<file path="src/verilog/omc_pkg.sv">
package omc_pkg;
    // register indices on the plain register port
    localparam logic [3:0] OMC_ADDR_SYSCTL = 4'h0;  // system control register
    localparam logic [3:0] OMC_ADDR_MODE = 4'h1;    // latched mode, read only
    localparam logic [3:0] OMC_ADDR_AREAW = 4'h2;   // per-area 16-bit access bits
    localparam logic [3:0] OMC_ADDR_EXTCTL = 4'h3;  // bit 0 external_area_extension
    localparam logic [3:0] OMC_ADDR_STATUS = 4'h4;  // resolved configuration
    localparam logic [3:0] OMC_ADDR_NMI = 4'h5;     // nmi pending, write 1 to clear

    // system control register fields
    localparam int OMC_SYS_ONCHIP_RAM_ENABLE_BIT = 0;
    localparam int OMC_SYS_RSV1_BIT = 1;
    localparam int OMC_SYS_RSV2_BIT = 2;
    localparam int OMC_SYS_NMI_EDGE_SELECT_BIT = 3;
    localparam logic [7:0] OMC_SYS_WMASK = 8'hbb;   // bits 2 and 6 not writable
    localparam logic [7:0] OMC_SYS_RESET = 8'h01;
    localparam logic [7:0] OMC_AREAW_RESET_MODE4 = 8'hff;
    localparam logic [7:0] OMC_AREAW_RESET_OTHER = 8'h00;
    localparam logic OMC_EAE_RESET = 1'b1;

    // status register fields
    localparam int OMC_ST_ADV_BIT = 0;
    localparam int OMC_ST_ROM_BIT = 1;
    localparam int OMC_ST_BUS16_BIT = 2;
    localparam int OMC_ST_EXT_BIT = 3;
    localparam int OMC_ST_VALID_BIT = 4;

    // ROM limits in kbytes
    localparam logic [7:0] OMC_ROM_KB_FULL = 8'd64;
    localparam logic [7:0] OMC_ROM_KB_NORMAL = 8'd56;
    localparam logic [7:0] OMC_ROM_KB_WIDE = 8'd128;

    typedef enum logic [1:0] {
        OMC_PIN_IO,
        OMC_PIN_ADDR,
        OMC_PIN_DATA,
        OMC_PIN_CTRL
    } omc_pinfn_e;

    typedef struct packed {
        logic [3:0] addr;
        logic [7:0] wdata;
        logic wr;
        logic rd;
    } omc_req_s;

    typedef struct packed {
        logic advanced;         // 16-Mbyte space
        logic rom_enable;
        logic [7:0] rom_kbytes; // usable on-chip ROM
        logic bus16;
        logic ext_allowed;      // external address accesses permitted
        logic ram_enable;       // on-chip RAM decoded
        logic ram_to_external;  // RAM range routed to external space
        logic upper_rom_reserved;
        logic eight_areas;
    } omc_cfg_s;

    typedef struct packed {
        omc_pinfn_e [7:0] a;
        omc_pinfn_e [7:0] b;
        omc_pinfn_e [7:0] c;
        omc_pinfn_e [7:0] d;
        omc_pinfn_e [7:0] e;
        omc_pinfn_e [7:0] f;
    } omc_pins_s;
endpackage

</file>
<file path="src/verilog/omc_sync2.sv">
`timescale 1ns/1ps
`default_nettype none
module omc_sync2 #(
    parameter int W = 1
) (
    input wire logic clock,        // system clock
    input wire logic [W-1:0] din,  // asynchronous inputs
    output logic [W-1:0] dout      // synchronised outputs
);
    typedef struct packed {
        logic [W-1:0] s1;
        logic [W-1:0] s2;
    } omc_sync_s;

    omc_sync_s st_q;
    omc_sync_s st_d;

    always_comb begin
        st_d = st_q;
        st_d.s1 = din;
        st_d.s2 = st_q.s1;
    end

    // no reset: live pin levels must be ready on the first edge after reset lifts
    always_ff @(posedge clock) begin
        st_q <= st_d;
    end

    assign dout = st_q.s2;
endmodule // omc_sync2

`default_nettype wire

</file>
<file path="src/verilog/omc_top.sv">
// What this block does
// - any 16-bit area forces 16-bit bus in expanded modes 1,2,4,5,6
// - nmi edge select: 0 falling, 1 rising
// - bit 2 reads zero, ignores writes
// - RAM enable bit, resets to one
// - RAM disabled routes range to external in expanded modes 1,2,4,5,6
// - mode 1: 64k, no ROM, starts 8-bit
// - modes 1,2,5 16-bit makes port E data
// - mode 2: ROM, ports B,C by direction
// - modes 2,3 limit ROM to 56k
// - modes 3,7 ROM, no external, all I/O
// - 64k in modes 1-3, 16M in 4-7
// - mode 4: no ROM, starts 16-bit
// - mode 5: no ROM, starts 8-bit
// - mode 6: ROM, ports A,B,C by direction
// - advanced modes use eight areas
// - modes 6,7 ROM 64k, extension clear gives 128k
// - upper ROM reserved while extension set
`timescale 1ns/1ps
`default_nettype none
module omc_top
    import omc_pkg::*;
(
    input wire logic clock,                 // system clock
    input wire logic rst,                   // synchronous reset
    input wire logic [2:0] mode_select_pins,// strapped mode pins
    input wire logic nmi_pin,               // raw nmi input
    input wire logic standby,               // software standby in progress
    input wire logic [7:0] ddr_a,           // port A direction bits
    input wire logic [7:0] ddr_b,           // port B direction bits
    input wire logic [7:0] ddr_c,           // port C direction bits
    input wire omc_pkg::omc_req_s req,      // register request
    output logic [7:0] rdata,               // read data, one cycle after read
    output omc_pkg::omc_cfg_s cfg,          // resolved configuration
    output omc_pkg::omc_pins_s pins,        // per-pin function
    output logic nmi_request,               // one-cycle nmi request pulse
    output logic [2:0] mode                 // latched operating mode
);
    import omc_pkg::*;

    typedef struct packed {
        logic [7:0] sysctl;
        logic [7:0] areaw;
        logic eae;
        logic [2:0] mode;
        logic captured;
        logic nmi_prev;
        logic nmi_pend;
        logic nmi_req;
        logic [7:0] rdata;
    } omc_state_s;

    omc_state_s st_q;
    omc_state_s st_d;
    logic [2:0] mode_sync;
    logic nmi_sync;
    logic nmi_edge;
    logic is_adv;
    logic rom_on;
    logic expanded;
    logic bus16;
    logic [7:0] status_word;

    omc_sync2 #(.W(4)) u_sync (
        .clock(clock),
        .din({nmi_pin, mode_select_pins}),
        .dout({nmi_sync, mode_sync})
    );

    function automatic omc_pinfn_e dir_pin(input logic dir);
        dir_pin = dir ? OMC_PIN_ADDR : OMC_PIN_IO;
    endfunction

    function automatic logic mode_in(input logic [2:0] m, input logic [7:0] set);
        mode_in = set[m];
    endfunction

    // mode decode
    always_comb begin
        is_adv = st_q.mode[2];
        rom_on = mode_in(st_q.mode, 8'hcc);
        expanded = mode_in(st_q.mode, 8'h76);
        if (st_q.mode == 3'h4) begin
            bus16 = st_q.areaw != 8'h00;
        end else begin
            bus16 = expanded && (st_q.areaw != 8'h00);
        end
    end

    always_comb begin
        cfg.advanced = is_adv;
        cfg.rom_enable = rom_on;
        if (mode_in(st_q.mode, 8'h0c)) begin
            cfg.rom_kbytes = OMC_ROM_KB_NORMAL;
        end else if (mode_in(st_q.mode, 8'hc0) && !st_q.eae) begin
            cfg.rom_kbytes = OMC_ROM_KB_WIDE;
        end else if (rom_on) begin
            cfg.rom_kbytes = OMC_ROM_KB_FULL;
        end else begin
            cfg.rom_kbytes = 8'h00;
        end
        cfg.bus16 = bus16;
        cfg.ext_allowed = expanded;
        cfg.ram_enable = st_q.sysctl[OMC_SYS_ONCHIP_RAM_ENABLE_BIT];
        cfg.ram_to_external = expanded && !st_q.sysctl[OMC_SYS_ONCHIP_RAM_ENABLE_BIT];
        cfg.upper_rom_reserved = st_q.eae;
        cfg.eight_areas = is_adv;
    end

    // pin function per port
    always_comb begin
        for (int i = 0; i < 8; i++) begin
            pins.a[i] = OMC_PIN_IO;
            pins.b[i] = OMC_PIN_IO;
            pins.c[i] = OMC_PIN_IO;
            pins.d[i] = OMC_PIN_IO;
            pins.e[i] = OMC_PIN_IO;
            pins.f[i] = OMC_PIN_IO;
        end
        for (int i = 0; i < 8; i++) begin
            case (st_q.mode)
                3'h1: begin
                    pins.b[i] = OMC_PIN_ADDR;
                    pins.c[i] = OMC_PIN_ADDR;
                end
                3'h2: begin
                    pins.b[i] = dir_pin(ddr_b[i]);
                    pins.c[i] = dir_pin(ddr_c[i]);
                end
                3'h4, 3'h5: begin
                    pins.a[i] = (i < 5) ? OMC_PIN_ADDR : dir_pin(ddr_a[i]);
                    pins.b[i] = OMC_PIN_ADDR;
                    pins.c[i] = OMC_PIN_ADDR;
                end
                3'h6: begin
                    pins.a[i] = dir_pin(ddr_a[i]);
                    pins.b[i] = dir_pin(ddr_b[i]);
                    pins.c[i] = dir_pin(ddr_c[i]);
                end
                default: begin
                    pins.a[i] = OMC_PIN_IO;
                end
            endcase
            if (expanded) begin
                pins.d[i] = OMC_PIN_DATA;
                pins.e[i] = bus16 ? OMC_PIN_DATA : OMC_PIN_IO;
                // pins 7..3 control; 2..0 stay I/O after reset
                if (i >= 3) begin
                    pins.f[i] = OMC_PIN_CTRL;
                end
            end
        end
    end

    assign nmi_edge = st_q.sysctl[OMC_SYS_NMI_EDGE_SELECT_BIT] ?
        (nmi_sync && !st_q.nmi_prev) : (!nmi_sync && st_q.nmi_prev);

    always_comb begin
        status_word = 8'h00;
        status_word[OMC_ST_ADV_BIT] = is_adv;
        status_word[OMC_ST_ROM_BIT] = rom_on;
        status_word[OMC_ST_BUS16_BIT] = bus16;
        status_word[OMC_ST_EXT_BIT] = expanded;
        status_word[OMC_ST_VALID_BIT] = st_q.mode != 3'h0;
    end

    always_comb begin
        st_d = st_q;
        st_d.nmi_prev = nmi_sync;
        st_d.nmi_req = nmi_edge;
        st_d.rdata = 8'h00;
        // mode pins sampled once after reset and held
        if (!st_q.captured) begin
            st_d.mode = mode_sync;
            st_d.captured = 1'b1;
            st_d.areaw = (mode_sync == 3'h4) ? OMC_AREAW_RESET_MODE4
                : OMC_AREAW_RESET_OTHER;
        end
        if (req.wr) begin
            if (req.addr == OMC_ADDR_SYSCTL) begin
                // reserved bit 2 keeps zero; standby does not disturb RAM enable
                st_d.sysctl = req.wdata & OMC_SYS_WMASK;
            end else if (req.addr == OMC_ADDR_AREAW) begin
                st_d.areaw = req.wdata;
            end else if (req.addr == OMC_ADDR_EXTCTL) begin
                st_d.eae = req.wdata[0];
            end else if (req.addr == OMC_ADDR_NMI) begin
                if (req.wdata[0]) begin
                    st_d.nmi_pend = 1'b0;
                end
            end
        end
        if (nmi_edge) begin
            st_d.nmi_pend = 1'b1;
        end
        if (req.rd) begin
            if (req.addr == OMC_ADDR_SYSCTL) begin
                st_d.rdata = st_q.sysctl;
            end else if (req.addr == OMC_ADDR_MODE) begin
                st_d.rdata = {5'h00, st_q.mode};
            end else if (req.addr == OMC_ADDR_AREAW) begin
                st_d.rdata = st_q.areaw;
            end else if (req.addr == OMC_ADDR_EXTCTL) begin
                st_d.rdata = {7'h00, st_q.eae};
            end else if (req.addr == OMC_ADDR_STATUS) begin
                st_d.rdata = status_word;
            end else if (req.addr == OMC_ADDR_NMI) begin
                st_d.rdata = {7'h00, st_q.nmi_pend};
            end else begin
                st_d.rdata = 8'h00;
            end
        end
    end

    always_ff @(posedge clock) begin
        if (rst) begin
            st_q.sysctl <= OMC_SYS_RESET;
            st_q.areaw <= OMC_AREAW_RESET_OTHER;
            st_q.eae <= OMC_EAE_RESET;
            st_q.mode <= 3'h0;
            st_q.captured <= 1'b0;
            st_q.nmi_prev <= 1'b0;
            st_q.nmi_pend <= 1'b0;
            st_q.nmi_req <= 1'b0;
            st_q.rdata <= 8'h00;
        end else begin
            st_q <= st_d;
        end
    end

    assign rdata = st_q.rdata;
    assign nmi_request = st_q.nmi_req;
    assign mode = st_q.mode;
endmodule // omc_top

`default_nettype wire

</file>
<file path="config.mk">
export PLATFORM = sky130hd
export DESIGN_NAME = omc_top
export DESIGN_NICKNAME = d
export VERILOG_FILES = /design/src/verilog/omc_pkg.sv /design/src/verilog/omc_sync2.sv /design/src/verilog/omc_top.sv
export SDC_FILE = /design/constraint.sdc
export NUM_CORES = 1
export LEC_CHECK = 0
export BUFFER_PORTS_ARGS = -buffer_cell sky130_fd_sc_hd__buf_4
export CORE_ASPECT_RATIO = 1.5
export CORE_MARGIN = 8
export CORE_UTILIZATION = 46
export DETAILED_ROUTE_END_ITERATION = 12
export PLACE_DENSITY = 0.88
export SYNTH_ARGS = -nofsm -noshare
export SYNTH_HDL_FRONTEND = slang
export SYNTH_SLANG_ARGS = --single-unit
</file>
<file path="constraint.sdc">
create_clock -name clock -period 2.89 [get_ports clock]
set_input_delay 0.4335 -clock clock [delete_from_list [all_inputs] [get_ports clock]]
set_output_delay 0.4335 -clock clock [all_outputs]
set_load 0.02 [all_outputs]
</file>
==> results.md, run 1 <==
- Status: complete, no violations
- Clock Power Share: 28.0%
- Worst-path maximum fanout: 8
- Slew Limit Fails: 0
- Clock buffer depth: 2
- Synth area leader: dfxtp_1
- Synth top area share: 31.7%
- Unrepaired setup endpoints after global routing: false
- Switching Share: 32.8%
- Logic pwr share: 32.5%
- Clock Skew: 0.00919 ns
- Die X: 78.0 µm
- FP Rows: 34
- Post-placement cell count: between 400 and 500
- Dominant cells by area after synthesis: dfxtp_1, buf_4, mux2i_1
- Synth Warn #: 0
- Period utilization: 74.3%
- Syn Inst Count: 300
- Grt ovf: 0
- Vias in the first global route: 2031
- Post-DP HPWL: ~5.6 mm
- RePlAce Congestion: between 0.9 and 1
- Die height: roughly 110 µm
- ANT nets after route: 0
- Ports: 169
- Register bit count reported by yosys: 42
- Sw power: 519 µW
- Worst Path Required: approximately 2.5 ns
- Reg power frac: 39.5%
- Worst Path Class, Setup: reg -> out
- Total inserted antenna cells: 0
- WL per Instance: 15.5 µm
- Largest net degree at the start of global routing: 25
- Hold Path Class: in -> reg
- Synth unique cells: 42
- CTS Hold Bufs: 0
- Area grow syn2layout: 19.1%
- 1st-iter DRT viols: 81
- Num Clock Sinks: 42
- Worst VDD drop: 0.000447 V
- Final setup fails: 0
- Die area: 0.00851 mm²
- DRC Markers: 0
- WP data arrival: 1.71 ns
- Fin. Hold Viols: 0
- Root Driver: clkbuf_8
- Final Non-Filler Cells: 442
- H-tree depth: 2
- EDFF count, synth: 0
- CTS Buf Count: 5
- Slew HR: roughly 45%
- Power Internal: 1.06 mW
- Post-CTS Setup Bufs: 0
- Initial antenna violation count: 0
- Gr usage total: roughly 15%
- Slowest cell on the critical path: nor4_1
- Via Count: 2057
- Post-CTS Resized: 0
- Initial core utilization: 46.6%
- Max-cap violations: 0
- Pleak: 1.66 nW
- Total Routed Length: 6.85 mm
- Port Buf Inserts: 118
- Synthesized cell area: 0.00266 mm²
- Worst-path cell chain: nor4_1, a21boi_0, buf_4
- Startpoint types: flip-flop
- Vias/cell: between 4 and 5
- CTS tree: yes
- PwrDens: between 500 and 600 mW/mm²
- Setup TNS: 0 ns
- Global-route wire length before repair: 10.2 mm
- Seq/Total Area, Yosys: 31.7%
- Crit. End Element: output port
- Worst-margin pin slew: 0.812 ns
- FMAX: 466 MHz
- Pre-antenna DRT Iters: 4
- Final min period: about 2.1 ns
- Critical path's largest stage delay: 0.44 ns
- Avg Cell Area, Syn: between 8 and 9 µm²
- Worst-path clk slew: 0.08 ns
- Post-synth top flop: dfxtp_1
- Clk_lat worst skew: just under 0.3 ns
- Final net count: 415
- CORE AREA: 0.00570 mm²
- Ys async rst share: 0%
- Fraction of final layout cells with drive strength greater than 1: a little under two fifths
[sequential cells by signal, summed over array words and instances, names as in the netlist, named ones only]
| signal | count |
|---|---|
| nmi_request | 1 |
| cfg | 3 |
| u_sync.dout | 4 |
| u_sync.st_d | 4 |
| rom_on | 1 |
| mode | 3 |
| expanded | 1 |
| st_q | 16 |
| rdata | 8 |
[cell usage after synthesis (2+ instances only)]
cell type,number
nand2b_1,6
buf_4,95
nand4_1,2
a211oi_1,2
nor2_1,29
o31ai_1,2
mux2i_1,13
a21o_1,16
buf_6,2
a21oi_1,14
nor3b_1,4
a21boi_0,7
nor4_1,4
mux2_2,2
buf_2,4
nand2_1,7
a211oi_2,8
dfxtp_1,42
and2_1,5
clkbuf_1,5
o21ai_0,3
nor2b_1,8
[routing by layer]
metal / routed length [µm] / vias up / GRT usage (%)
met4: 31 / 0 / 4.26
met5: 0 / - / 0
met1: 2330 / 947 / 14.2
met2: 3780 / 98 / 27.6
li1: - / 1008 / -
met3: 707 / 4 / 6.02
[through the flow]
| stage | hold WS (ns) | utilization, % | area (µm²) | power [mW] | setup slack, ns |
|---|---|---|---|---|---|
| 2_1_floorplan | 0.310 | - | 2840 | 1.05 | 0.575 |
| 3_3_place_gp | 0.311 | 53.6 | 3060 | 1.14 | 1.07 |
| 3_5_place_dp | 0.313 | 53.6 | 3060 | 1.15 | 1.03 |
| 4_1_cts | 0.234 | 55.5 | 3160 | 1.60 | 0.710 |
| 5_1_grt | 0.227 | 55.5 | 3160 | 1.66 | 0.593 |
| 6_report | 0.247 | 55.5 | 3160 | 1.58 | 0.744 |
[cells by family (layout without fill, tap and decap cells)]
kind of cell	after synthesis	in the layout	share of synthesized area, %
buf+inv	108	130	29.4
mux	15	15	5.75
simple gates	76	76	16.4
compound gates	57	57	16.1
other cells	1	49	0.141
fa+ha+maj	1	1	0.471
flops	42	42	31.7
[cell type report]
cell class	instances	area, µm²
multi-input cells	198	1210
repair buffers	121	908
inverters	1	3.75
clock inverters	1	30.0
fillers	528	2540
clock buffers	7	76.3
well taps	72	90.1
flip-flops and latches	42	841
[final timing paths]
check | endpoint | slack, ns | depth (start not counted) | start
worst max-delay path | pins[27] | 0.74 | 3 | st_q[22]$_SDFF_PP0_
worst min-delay path | u_sync.st_d[3]$_DFF_P_ | 0.25 | 1 | nmi_pin
worst max register to register | expanded$_DFF_P_ | 1.13 | 5 | st_q[11]$_SDFF_PP0_
worst min register to register | u_sync.dout[1]$_DFF_P_ | 0.33 | 0 | u_sync.st_d[1]$_DFF_P_
[worst max-delay path, delay by kind of cell (launching register included)]
kind / cells / cell delay (ns)
AO/OA/AOI/OAI: 1 / 0.38
buffers and inverters: 1 / 0.28
AND/OR/NAND/NOR: 1 / 0.44
flip-flops: 1 / 0.32
[placed cells by master (no fill, tap or decap), drive strengths merged, types with 2 or more instances in the layout]
| master | count |
|---|---|
| a211oi | 10 |
| a21boi | 7 |
| a21o | 16 |
| a21oi | 14 |
| and2 | 5 |
| buf | 121 |
| clkbuf | 7 |
| conb | 49 |
| dfxtp | 42 |
| mux2 | 2 |
| mux2i | 13 |
| nand2 | 7 |
| nand2b | 6 |
| nand3 | 2 |
| nand3b | 2 |
| nand4 | 2 |
| nor2 | 29 |
| nor2b | 8 |
| nor3 | 2 |
| nor3b | 4 |
| nor4 | 4 |
| o21ai | 3 |
| o31ai | 2 |
[power by group through the flow]
| stage | Clock, mW | Sequential (mW) | Combinational, mW |
|---|---|---|---|
| floorplan | 0 | 0.634 | 0.420 |
| global placement | 0 | 0.637 | 0.505 |
| detailed placement | 0 | 0.638 | 0.515 |
| CTS | 0.455 | 0.625 | 0.516 |
| global route | 0.477 | 0.629 | 0.550 |
| finish | 0.444 | 0.624 | 0.514 |
Power figures use the tool's default switching activity.
==> run 2, diff against run 1 <==
--- a/config.mk
+++ b/config.mk
@@ -5,12 +5,13 @@
 export SDC_FILE = /design/constraint.sdc
 export NUM_CORES = 1
 export LEC_CHECK = 0
+export ABC_AREA = 1
 export BUFFER_PORTS_ARGS = -buffer_cell sky130_fd_sc_hd__buf_4
 export CORE_ASPECT_RATIO = 1.5
 export CORE_MARGIN = 8
-export CORE_UTILIZATION = 46
+export CORE_UTILIZATION = 39
 export DETAILED_ROUTE_END_ITERATION = 12
-export PLACE_DENSITY = 0.88
+export PLACE_DENSITY = 0.79
 export SYNTH_ARGS = -nofsm -noshare
 export SYNTH_HDL_FRONTEND = slang
 export SYNTH_SLANG_ARGS = --single-unit
==> constraint.sdc (replaced) <==
create_clock -name clock -period 1.9 [get_ports clock]
set_input_delay 0.285 -clock clock [delete_from_list [all_inputs] [get_ports clock]]
set_output_delay 0.285 -clock clock [all_outputs]
set_load 0.02 [all_outputs]
==> results.md, run 2 <==
- Grt ovf: 0 (unchanged)
- Ports: 169 (unchanged)
- Synth Warn #: 0 (unchanged)
- Clock buffer depth: 2 (unchanged)
- Worst-margin pin slew: 0.572 ns (was 0.812 ns)
- Synthesized cell area: 0.00265 mm² (was 0.00266 mm²)
- Crit. End Element: output port (unchanged)
- Worst path top cell family by delay: compound AO/OA/AOI/OAI gates (was simple AND/OR/NAND/NOR gates)
- Worst VDD drop: 0.000512 V (was 0.000447 V)
- Largest Register: st_q (unchanged)
- Final min period: 1.79 ns
- Fin area: 0.00320 mm² (was 0.00316 mm²)
- 1st-iter DRT viols: 76 (was 81)
- Mux cell area share after synthesis: 0% (was 5.75%)
- FMAX: 558 MHz
- Max-cap violations: 0 (unchanged)
- Final setup fails: 0 (unchanged)
- H-tree depth: 2 (unchanged)
- Critical path's largest stage delay: 0.50 ns (was 0.44 ns)
- Largest net degree at the start of global routing: 20 (was 25)
- Startpoint types: flip-flop (unchanged)
- Via Count: 2314 (was 2057)
- PwrDens: 746 mW/mm² (was 500 mW/mm²)
- Placed instance area: 0.00310 mm² (was 0.00306 mm²)
- CTS tree: yes (unchanged)
- Synth top cells by count: buf_4, nand2_1, nor2_1 (was buf_4, dfxtp_1, nor2_1)
- Vias/cell: 4.37 (was 4.65)
- DRC Markers: 0 (unchanged)
- Die height: 117 µm (was 109 µm)
- CTS Hold Bufs: 0 (unchanged)
- Worst Path Required: 1.62 ns (was 2.46 ns)
- Total Routed Length: 7.15 mm (was 6.85 mm)
- Clock Skew: 0.00996 ns (was 0.00919 ns)
- Global-route wire length before repair: 11.1 mm (was 10.2 mm)
- XOR/XNOR share of the synthesized area: 0% (unchanged)
- ANT nets after route: 0 (unchanged)
- Final net count: 496 (was 415)
- Initial core utilization: 39.5% (was 46.6%)
- CORE AREA: 0.00671 mm² (was 0.00570 mm²)
- Post-DP HPWL: 6.11 mm (was 5.60 mm)
- EDFF count, synth: 0 (unchanged)
- Period utilization: approximately 94%
- Initial antenna violation count: 0 (unchanged)
- Vias in the first global route: 2275 (was 2031)
- Clk_lat worst skew: 0.30 ns (was 0.29 ns)
- Pleak: 1.75 nW (was 1.66 nW)
- Slew Limit Fails: 0 (unchanged)
- Post-synth top flop: dfxtp_1 (unchanged)
- Largest registers: st_q (16), rdata (8) (unchanged)
- Total inserted antenna cells: 0 (unchanged)
- Slowest cell on the critical path: o21ai_2 (was nor4_1)
- Cell with the most instances after synthesis: buf_4 (unchanged)
- Num Clock Sinks: 42 (unchanged)
- RePlAce Congestion: 0.852 (was 0.905)
- Dominant cells by area after synthesis: dfxtp_1, buf_4, nand2_1 (was dfxtp_1, buf_4, mux2i_1)
- WP data arrival: 1.51 ns (was 1.71 ns)
- Seq/Total Area, Yosys: 31.7% (about the same)
- Worst-path cell chain: o21ai_2, nand2_1, buf_4 (was nor4_1, a21boi_0, buf_4)
- Synth top area share: 31.7% (about the same)
- Worst-path clk slew: 0.08 ns (about the same)
- FP Rows: 37 (was 34)
- WL per Instance: 13.5 µm (was 15.5 µm)
- Post-CTS Setup Bufs: 0 (unchanged)
- Worst-path maximum fanout: 16 (was 8)
- GR Util met3: 6.51% (was 6.02%)
- Register bit count reported by yosys: 42 (unchanged)
- GR peak layer: met2 (unchanged)
- Setup TNS: 0 ns (unchanged)
- Buf/Inv on CP: 1 (unchanged)
- Commonest non-fill, non-tap cell in the layout: buf_4 (unchanged)
- Commonest cells after routing, fill and taps aside: buf_4, nand2_1, conb_1 (was buf_4, conb_1, dfxtp_1)
- Synth area leader: dfxtp_1 (unchanged)
- Synth unique cells: 30 (was 42)
- Die X: 83.3 µm (was 78.0 µm)
- Worst Path Class, Setup: reg -> out (unchanged)
- Syn Inst Count: 374 (was 300)
- Post-CTS Resized: 0 (unchanged)
- Max reg flops: 16 (unchanged)
- Hold Path Class: in -> reg (unchanged)
- Port Buf Inserts: 118 (unchanged)
- Ys async rst share: 0% (unchanged)
- Pre-antenna DRT Iters: 4 (unchanged)
- Status: complete, no violations (unchanged)
- Largest family of logic cells by synthesized area: buffers and inverters (unchanged)
- CTS Buf Count: 5 (unchanged)
- Area fraction in compound gates after synthesis: 8.07% (was 16.1%)
- Fin. Hold Viols: 0 (unchanged)
- Fraction of final layout cells with drive strength greater than 1: 33.5% (was 38.4%)
- Met2 Usage GRT: 25.3% (was 27.6%)
- Slew HR: 61.9% (was 45.3%)
- Avg Cell Area, Syn: 7.09 µm² (was 8.85 µm²)
- Area grow syn2layout: 20.6% (was 19.1%)
- Simple-gate share of the synthesized area: 26.8% (was 16.4%)
- Unrepaired setup endpoints after global routing: false (unchanged)
- Die area: 0.00974 mm² (was 0.00851 mm²)
- Gr usage total: 14.0% (was 14.7%)
- Root Driver: clkbuf_8 (unchanged)
- Met1 usage: 13.2% (was 14.2%)
- Synth Area in Adders: 0.472% (was 0.471%)
[run 2: cell types whose count changed after synthesis, moves of 7 or more]
| cell | delta |
|---|---|
| o21ai_1 | +10 |
| mux2i_1 | -13 |
| inv_1 | +25 |
| nand3_1 | +29 |
| a21o_1 | -16 |
| o21ai_0 | +14 |
| a211oi_2 | -8 |
| nand2_1 | +55 |
| nor2b_1 | -8 |
| a21boi_0 | -7 |
| nor2_1 | +18 |
[run 2: cell type report]
cell class | count | area [µm²]
Inverter | 31 | 119
Clock inverter | 3 | 21.3
Multi-Input combinational cell | 247 | 1120
Clock buffer | 5 | 68.8
Tap cell | 78 | 97.6
Fill cell | 687 | 3520
Sequential cell | 42 | 842
Timing Repair Buffer | 123 | 923
[run 2: worst reg2reg max path, cell delays in order, from the launching register on]
cell	delay (ns)
dfxtp_1	0.44
inv_1	0.13
buf_4	0.22
a21oi_1	0.17
ha_1	0.25
nor2_1	0.10
a21oi_1	0.05
[run 2: layer usage]
metal	wire length, µm	up-vias
met5	0	-
met4	178	0
met3	790	13
met2	3590	108
met1	2600	1007
li1	-	1186
[run 2: final timing paths]
kind                            endpoint  cells after the start                    from  slack, ns
setup / recovery                pins[54]                      3    mode[2]$_SDFFE_PP0N_       0.11
hold / removal    u_sync.st_d[3]$_DFF_P_                      1                 nmi_pin       0.09
setup reg to reg        expanded$_DFF_P_                      6    mode[0]$_SDFFE_PP0N_       0.44
hold reg to reg   u_sync.dout[3]$_DFF_P_                      0  u_sync.st_d[3]$_DFF_P_       0.33
[run 2: cells by family after synthesis]
logic type | after synthesis
flip-flops | 42
AO/OA/AOI/OAI | 40
adder cells (fa/ha/maj) | 1
other | 1
AND/OR/NAND/NOR | 157
buffers and inverters | 133
[run 2: stage by stage]
| stage | setup WS [ns] | std cells | hold slack (ns) | power [mW] | util (%) |
|---|---|---|---|---|---|
| final | 0.109 | 529 | 0.0881 | 2.38 | 47.6 |
| after detailed placement | 0.363 | 521 | 0.312 | 1.83 | 46.2 |
| after global placement | 0.369 | 521 | 0.311 | 1.82 | 46.2 |
| after CTS | 0.0326 | 529 | 0.0838 | 2.40 | 47.5 |
| after global routing | 0.0101 | 529 | 0.0706 | 2.51 | 47.6 |
| after floorplan | 0.0517 | 422 | 0.310 | 1.65 | - |
[run 2: where the power goes]
group,switching [mW],internal [mW]
combinational,0.544,0.319
clock,0.317,0.258
sequential,0.0292,0.916
total,0.891,1.49
==> run 3, diff against run 2 <==
--- a/config.mk
+++ b/config.mk
@@ -7,11 +7,14 @@
 export LEC_CHECK = 0
 export ABC_AREA = 1
 export BUFFER_PORTS_ARGS = -buffer_cell sky130_fd_sc_hd__buf_4
+export CELL_PAD_IN_SITES_DETAIL_PLACEMENT = 0
+export CELL_PAD_IN_SITES_GLOBAL_PLACEMENT = 1
 export CORE_ASPECT_RATIO = 1.5
 export CORE_MARGIN = 8
-export CORE_UTILIZATION = 39
+export CORE_UTILIZATION = 25
 export DETAILED_ROUTE_END_ITERATION = 12
-export PLACE_DENSITY = 0.79
+export PLACE_DENSITY = 0.78
 export SYNTH_ARGS = -nofsm -noshare
 export SYNTH_HDL_FRONTEND = slang
+export SYNTH_HIERARCHICAL = 1
 export SYNTH_SLANG_ARGS = --single-unit
==> results.md, run 3 <==
- Status: complete, no violations (unchanged)
- Final net count: 494 (was 496)
- Die height: 142 µm (was 117 µm)
- FMAX: 587 MHz (was 558 MHz)
- H-tree depth: 2 (unchanged)
- Via Count: 2317 (was 2314)
- Clock buffer depth: 2 (unchanged)
- Commonest cells after routing, fill and taps aside: buf_4, nand2_1, nor2_1 (was buf_4, nand2_1, conb_1)
- Worst-path cell chain: inv_4, o21ai_1, nor2_1, buf_4 (was o21ai_2, nand2_1, buf_4)
- Largest net degree at the start of global routing: 21 (was 20)
- Ports: 169 (unchanged)
- Fraction of final layout cells with drive strength greater than 1: 32.5% (was 33.5%)
- Pleak: 1.77 nW (was 1.75 nW)
- Area grow syn2layout: 26.2% (was 20.6%)
- Worst Hold Endpoint: u_sync/st_d[3]$_DFF_P_ (was u_sync.st_d[3]$_DFF_P_)
- PwrDens: 811 mW/mm² (was 746 mW/mm²)
- CP startpoint: mode[0]$_SDFFE_PP0N_ (was mode[2]$_SDFFE_PP0N_)
- WL per Instance: 12.7 µm (was 13.5 µm)
- Worst-path maximum fanout: 20 (was 16)
- Setup TNS: 0 ns (unchanged)
- Gr usage total: 9.98% (was 14.0%)
- PnR worst setup slack: 0.196 ns (was 0.109 ns)
- Worst VDD drop: 0.000334 V (was 0.000512 V)
- Initial antenna violation count: 0 (unchanged)
- Synth top area share: 31.8% (was 31.7%)
- Switching Share: 32.0% (was 37.4%)
- Final setup fails: 0 (unchanged)
- Period utilization: 89.7% (was 94.3%)
- Slowest cell on the critical path: dfxtp_1 (was o21ai_2)
- Multi-input logic area: 0.00111 mm² (was 0.00112 mm²)
- Worst Path Required: 1.62 ns (about the same)
- DRC Markers: 0 (unchanged)
- Fin. Hold Viols: 0 (unchanged)
- Clock Power Share: 34.5% (was 24.1%)
- Global-route wire length before repair: 11.3 mm (was 11.1 mm)
- # fillers: 1134 (was 687)
- Synth Warn #: 6 (was 0)
- RePlAce Congestion: 0.801 (was 0.852)
- Worst-path clk slew: 0.06 ns (was 0.08 ns)
- Die area: 0.0142 mm² (was 0.00974 mm²)
- Root Driver: clkbuf_16 (was clkbuf_8)
- Register bit count reported by yosys: 42 (unchanged)
- Clock Skew: 0.00504 ns (was 0.00996 ns)
- Seq/Total Area, Yosys: 31.8% (was 31.7%)
- Synth top cells by count: buf_4, nand2_1, nor2_1 (unchanged)
- Post-CTS Resized: 0 (unchanged)
- Placement Setup Slack: 0.310 ns (was 0.363 ns)
- Post-DP HPWL: 6.35 mm (was 6.11 mm)
- CTS tree: yes (unchanged)
- Initial core utilization: 25.4% (was 39.5%)
- Logic pwr share: 30.5% (was 36.2%)
- Total Routed Length: 7.54 mm (was 7.15 mm)
- EDFF count, synth: 0 (unchanged)
- Synth area leader: dfxtp_1 (unchanged)
- Worst-case reg-to-reg path depth: 5 (was 6)
- Reg2Reg Launch Point: st_q[11]$_SDFF_PP0_ (was mode[0]$_SDFFE_PP0N_)
- Reg power frac: 35.0% (was 39.7%)
- WP data arrival: 1.42 ns (was 1.51 ns)
- Ys async rst share: 0% (unchanged)
- Largest Register: st_q (unchanged)
- Worst Path Class, Setup: reg -> out (unchanged)
- Vias in the first global route: 2258 (was 2275)
- Num Clock Sinks: 42 (unchanged)
- Area taken by flip-flops and latches: 842 µm² (unchanged)
- Total inserted antenna cells: 0 (unchanged)
- 1st-iter DRT viols: 139 (was 76)
- Critical path's largest stage delay: 0.50 ns (about the same)
- CORE AREA: 0.0104 mm² (was 0.00671 mm²)
- Crit. End Element: output port (unchanged)
- Final min period: 1.70 ns (was 1.79 ns)
- Max reg flops: 16 (unchanged)
- Grt ovf: 0 (unchanged)
- CTS Hold Bufs: 0 (unchanged)
- Synthesized cell area: 0.00265 mm² (about the same)
- Max-cap violations: 0 (unchanged)
- Clk_lat worst skew: 0.28 ns (was 0.30 ns)
- Power Internal: 1.84 mW (was 1.49 mW)
- Hold Startpoint: nmi_pin (unchanged)
- Die X: 100 µm (was 83.3 µm)
- Hold Path Class: in -> reg (unchanged)
- Vias/cell: 3.91 (was 4.37)
- Unrepaired setup endpoints after global routing: false (unchanged)
- CTS Buf Count: 5 (unchanged)
- Port Buf Inserts: 118 (unchanged)
- Worst flop-to-flop path endpoint: expanded$_DFF_P_ (unchanged)
- Largest registers: st_q (16), rdata (8) (unchanged)
- Cell with the most instances after synthesis: buf_4 (unchanged)
- Post-CTS Setup Bufs: 0 (unchanged)
- Dominant cells by area after synthesis: dfxtp_1, buf_4, nand2_1 (unchanged)
- Worst path top cell family by delay: flip-flops (was compound AO/OA/AOI/OAI gates)
- Syn Inst Count: 374 (unchanged)
- Avg Cell Area, Syn: 7.07 µm² (was 7.09 µm²)
- Synth unique cells: 27 (was 30)
- Startpoint types: flip-flop (unchanged)
- Commonest non-fill, non-tap cell in the layout: buf_4 (unchanged)
- ANT nets after route: 0 (unchanged)
- WHS Path Cells: 1 (unchanged)
- Buf/Inv on CP: 2 (was 1)
- Slew Limit Fails: 0 (unchanged)
- Flop-to-flop setup slack: 0.31 ns (was 0.44 ns)
- Sw power: 865 µW (was 891 µW)
- Pre-antenna DRT Iters: 4 (unchanged)
- Post-synth top flop: dfxtp_1 (unchanged)
- FP Rows: 46 (was 37)
## run 3: worst max-delay path by stage
stage | cells past startpoint | slack, ns | end
after floorplan | 3 | 0.05 | pins[19]
after global placement | 5 | 0.36 | expanded$_DFF_P_
after detailed placement | 5 | 0.31 | expanded$_DFF_P_
after CTS | 5 | 0.03 | pins[80]
after global routing | 4 | 0.1 | pins[92]
final | 4 | 0.20 | pins[92]
## run 3: logic make-up (layout without fill, tap and decap cells)
kind of cell	after synthesis	in the layout	synth area share (%)
other	1	49	0.142
flip-flops	42	42	31.8
buffers and inverters	135	162	33.2
AND/OR/NAND/NOR	156	156	25.7
adder cells (fa/ha/maj)	1	1	0.473
AO/OA/AOI/OAI	39	39	8.66
## run 3: stage by stage
stage / std cells / hold slack, ns / area (µm²) / power, mW / util [%]
after detailed placement: 585 / 0.314 / 3170 / 1.79 / 30.4
after floorplan: 422 / 0.310 / 2830 / 1.62 / -
after global routing: 593 / 0.105 / 3340 / 2.82 / 32.0
after CTS: 593 / 0.102 / 3330 / 2.73 / 32.0
after global placement: 585 / 0.311 / 3170 / 1.79 / 30.4
final: 593 / 0.106 / 3340 / 2.71 / 32.0
## run 3: power groups by stage
| stage | Clock, mW | Sequential, mW | Combinational [mW] |
|---|---|---|---|
| finish | 0.932 | 0.947 | 0.826 |
| detailed placement | 0 | 0.967 | 0.826 |
| floorplan | 0 | 0.965 | 0.659 |
| CTS | 0.951 | 0.948 | 0.828 |
| global route | 0.983 | 0.951 | 0.887 |
| global placement | 0 | 0.966 | 0.820 |
## run 3: area by class of cell
| type | count | share of cell area, % |
|---|---|---|
| sequential | 42 | 25.2 |
| clock inverter | 1 | 0.900 |
| inverter | 32 | 3.82 |
| clock buffer | 7 | 3.97 |
| multi-input combinational | 245 | 33.2 |
| tap | 144 | 5.40 |
| timing repair buffer | 122 | 27.4 |
## run 3: worst register-to-register path, stage by stage, from the launching register on
cell and delay, ns:
dfxtp_1 0.56, nor2_1 0.14, nor3_1 0.35, ha_1 0.30, nand2_1 0.06, o21ai_0 0.07
## run 3: metal layers
layer  track usage [%]  up-vias  share of wire [%]
met4              4.72        0                2.3
met1              9.19     1014                 36
met2              18.2      117                 50
met3              4.41       12                 12
li1                  -     1174                  -
met5                 0        -                  0
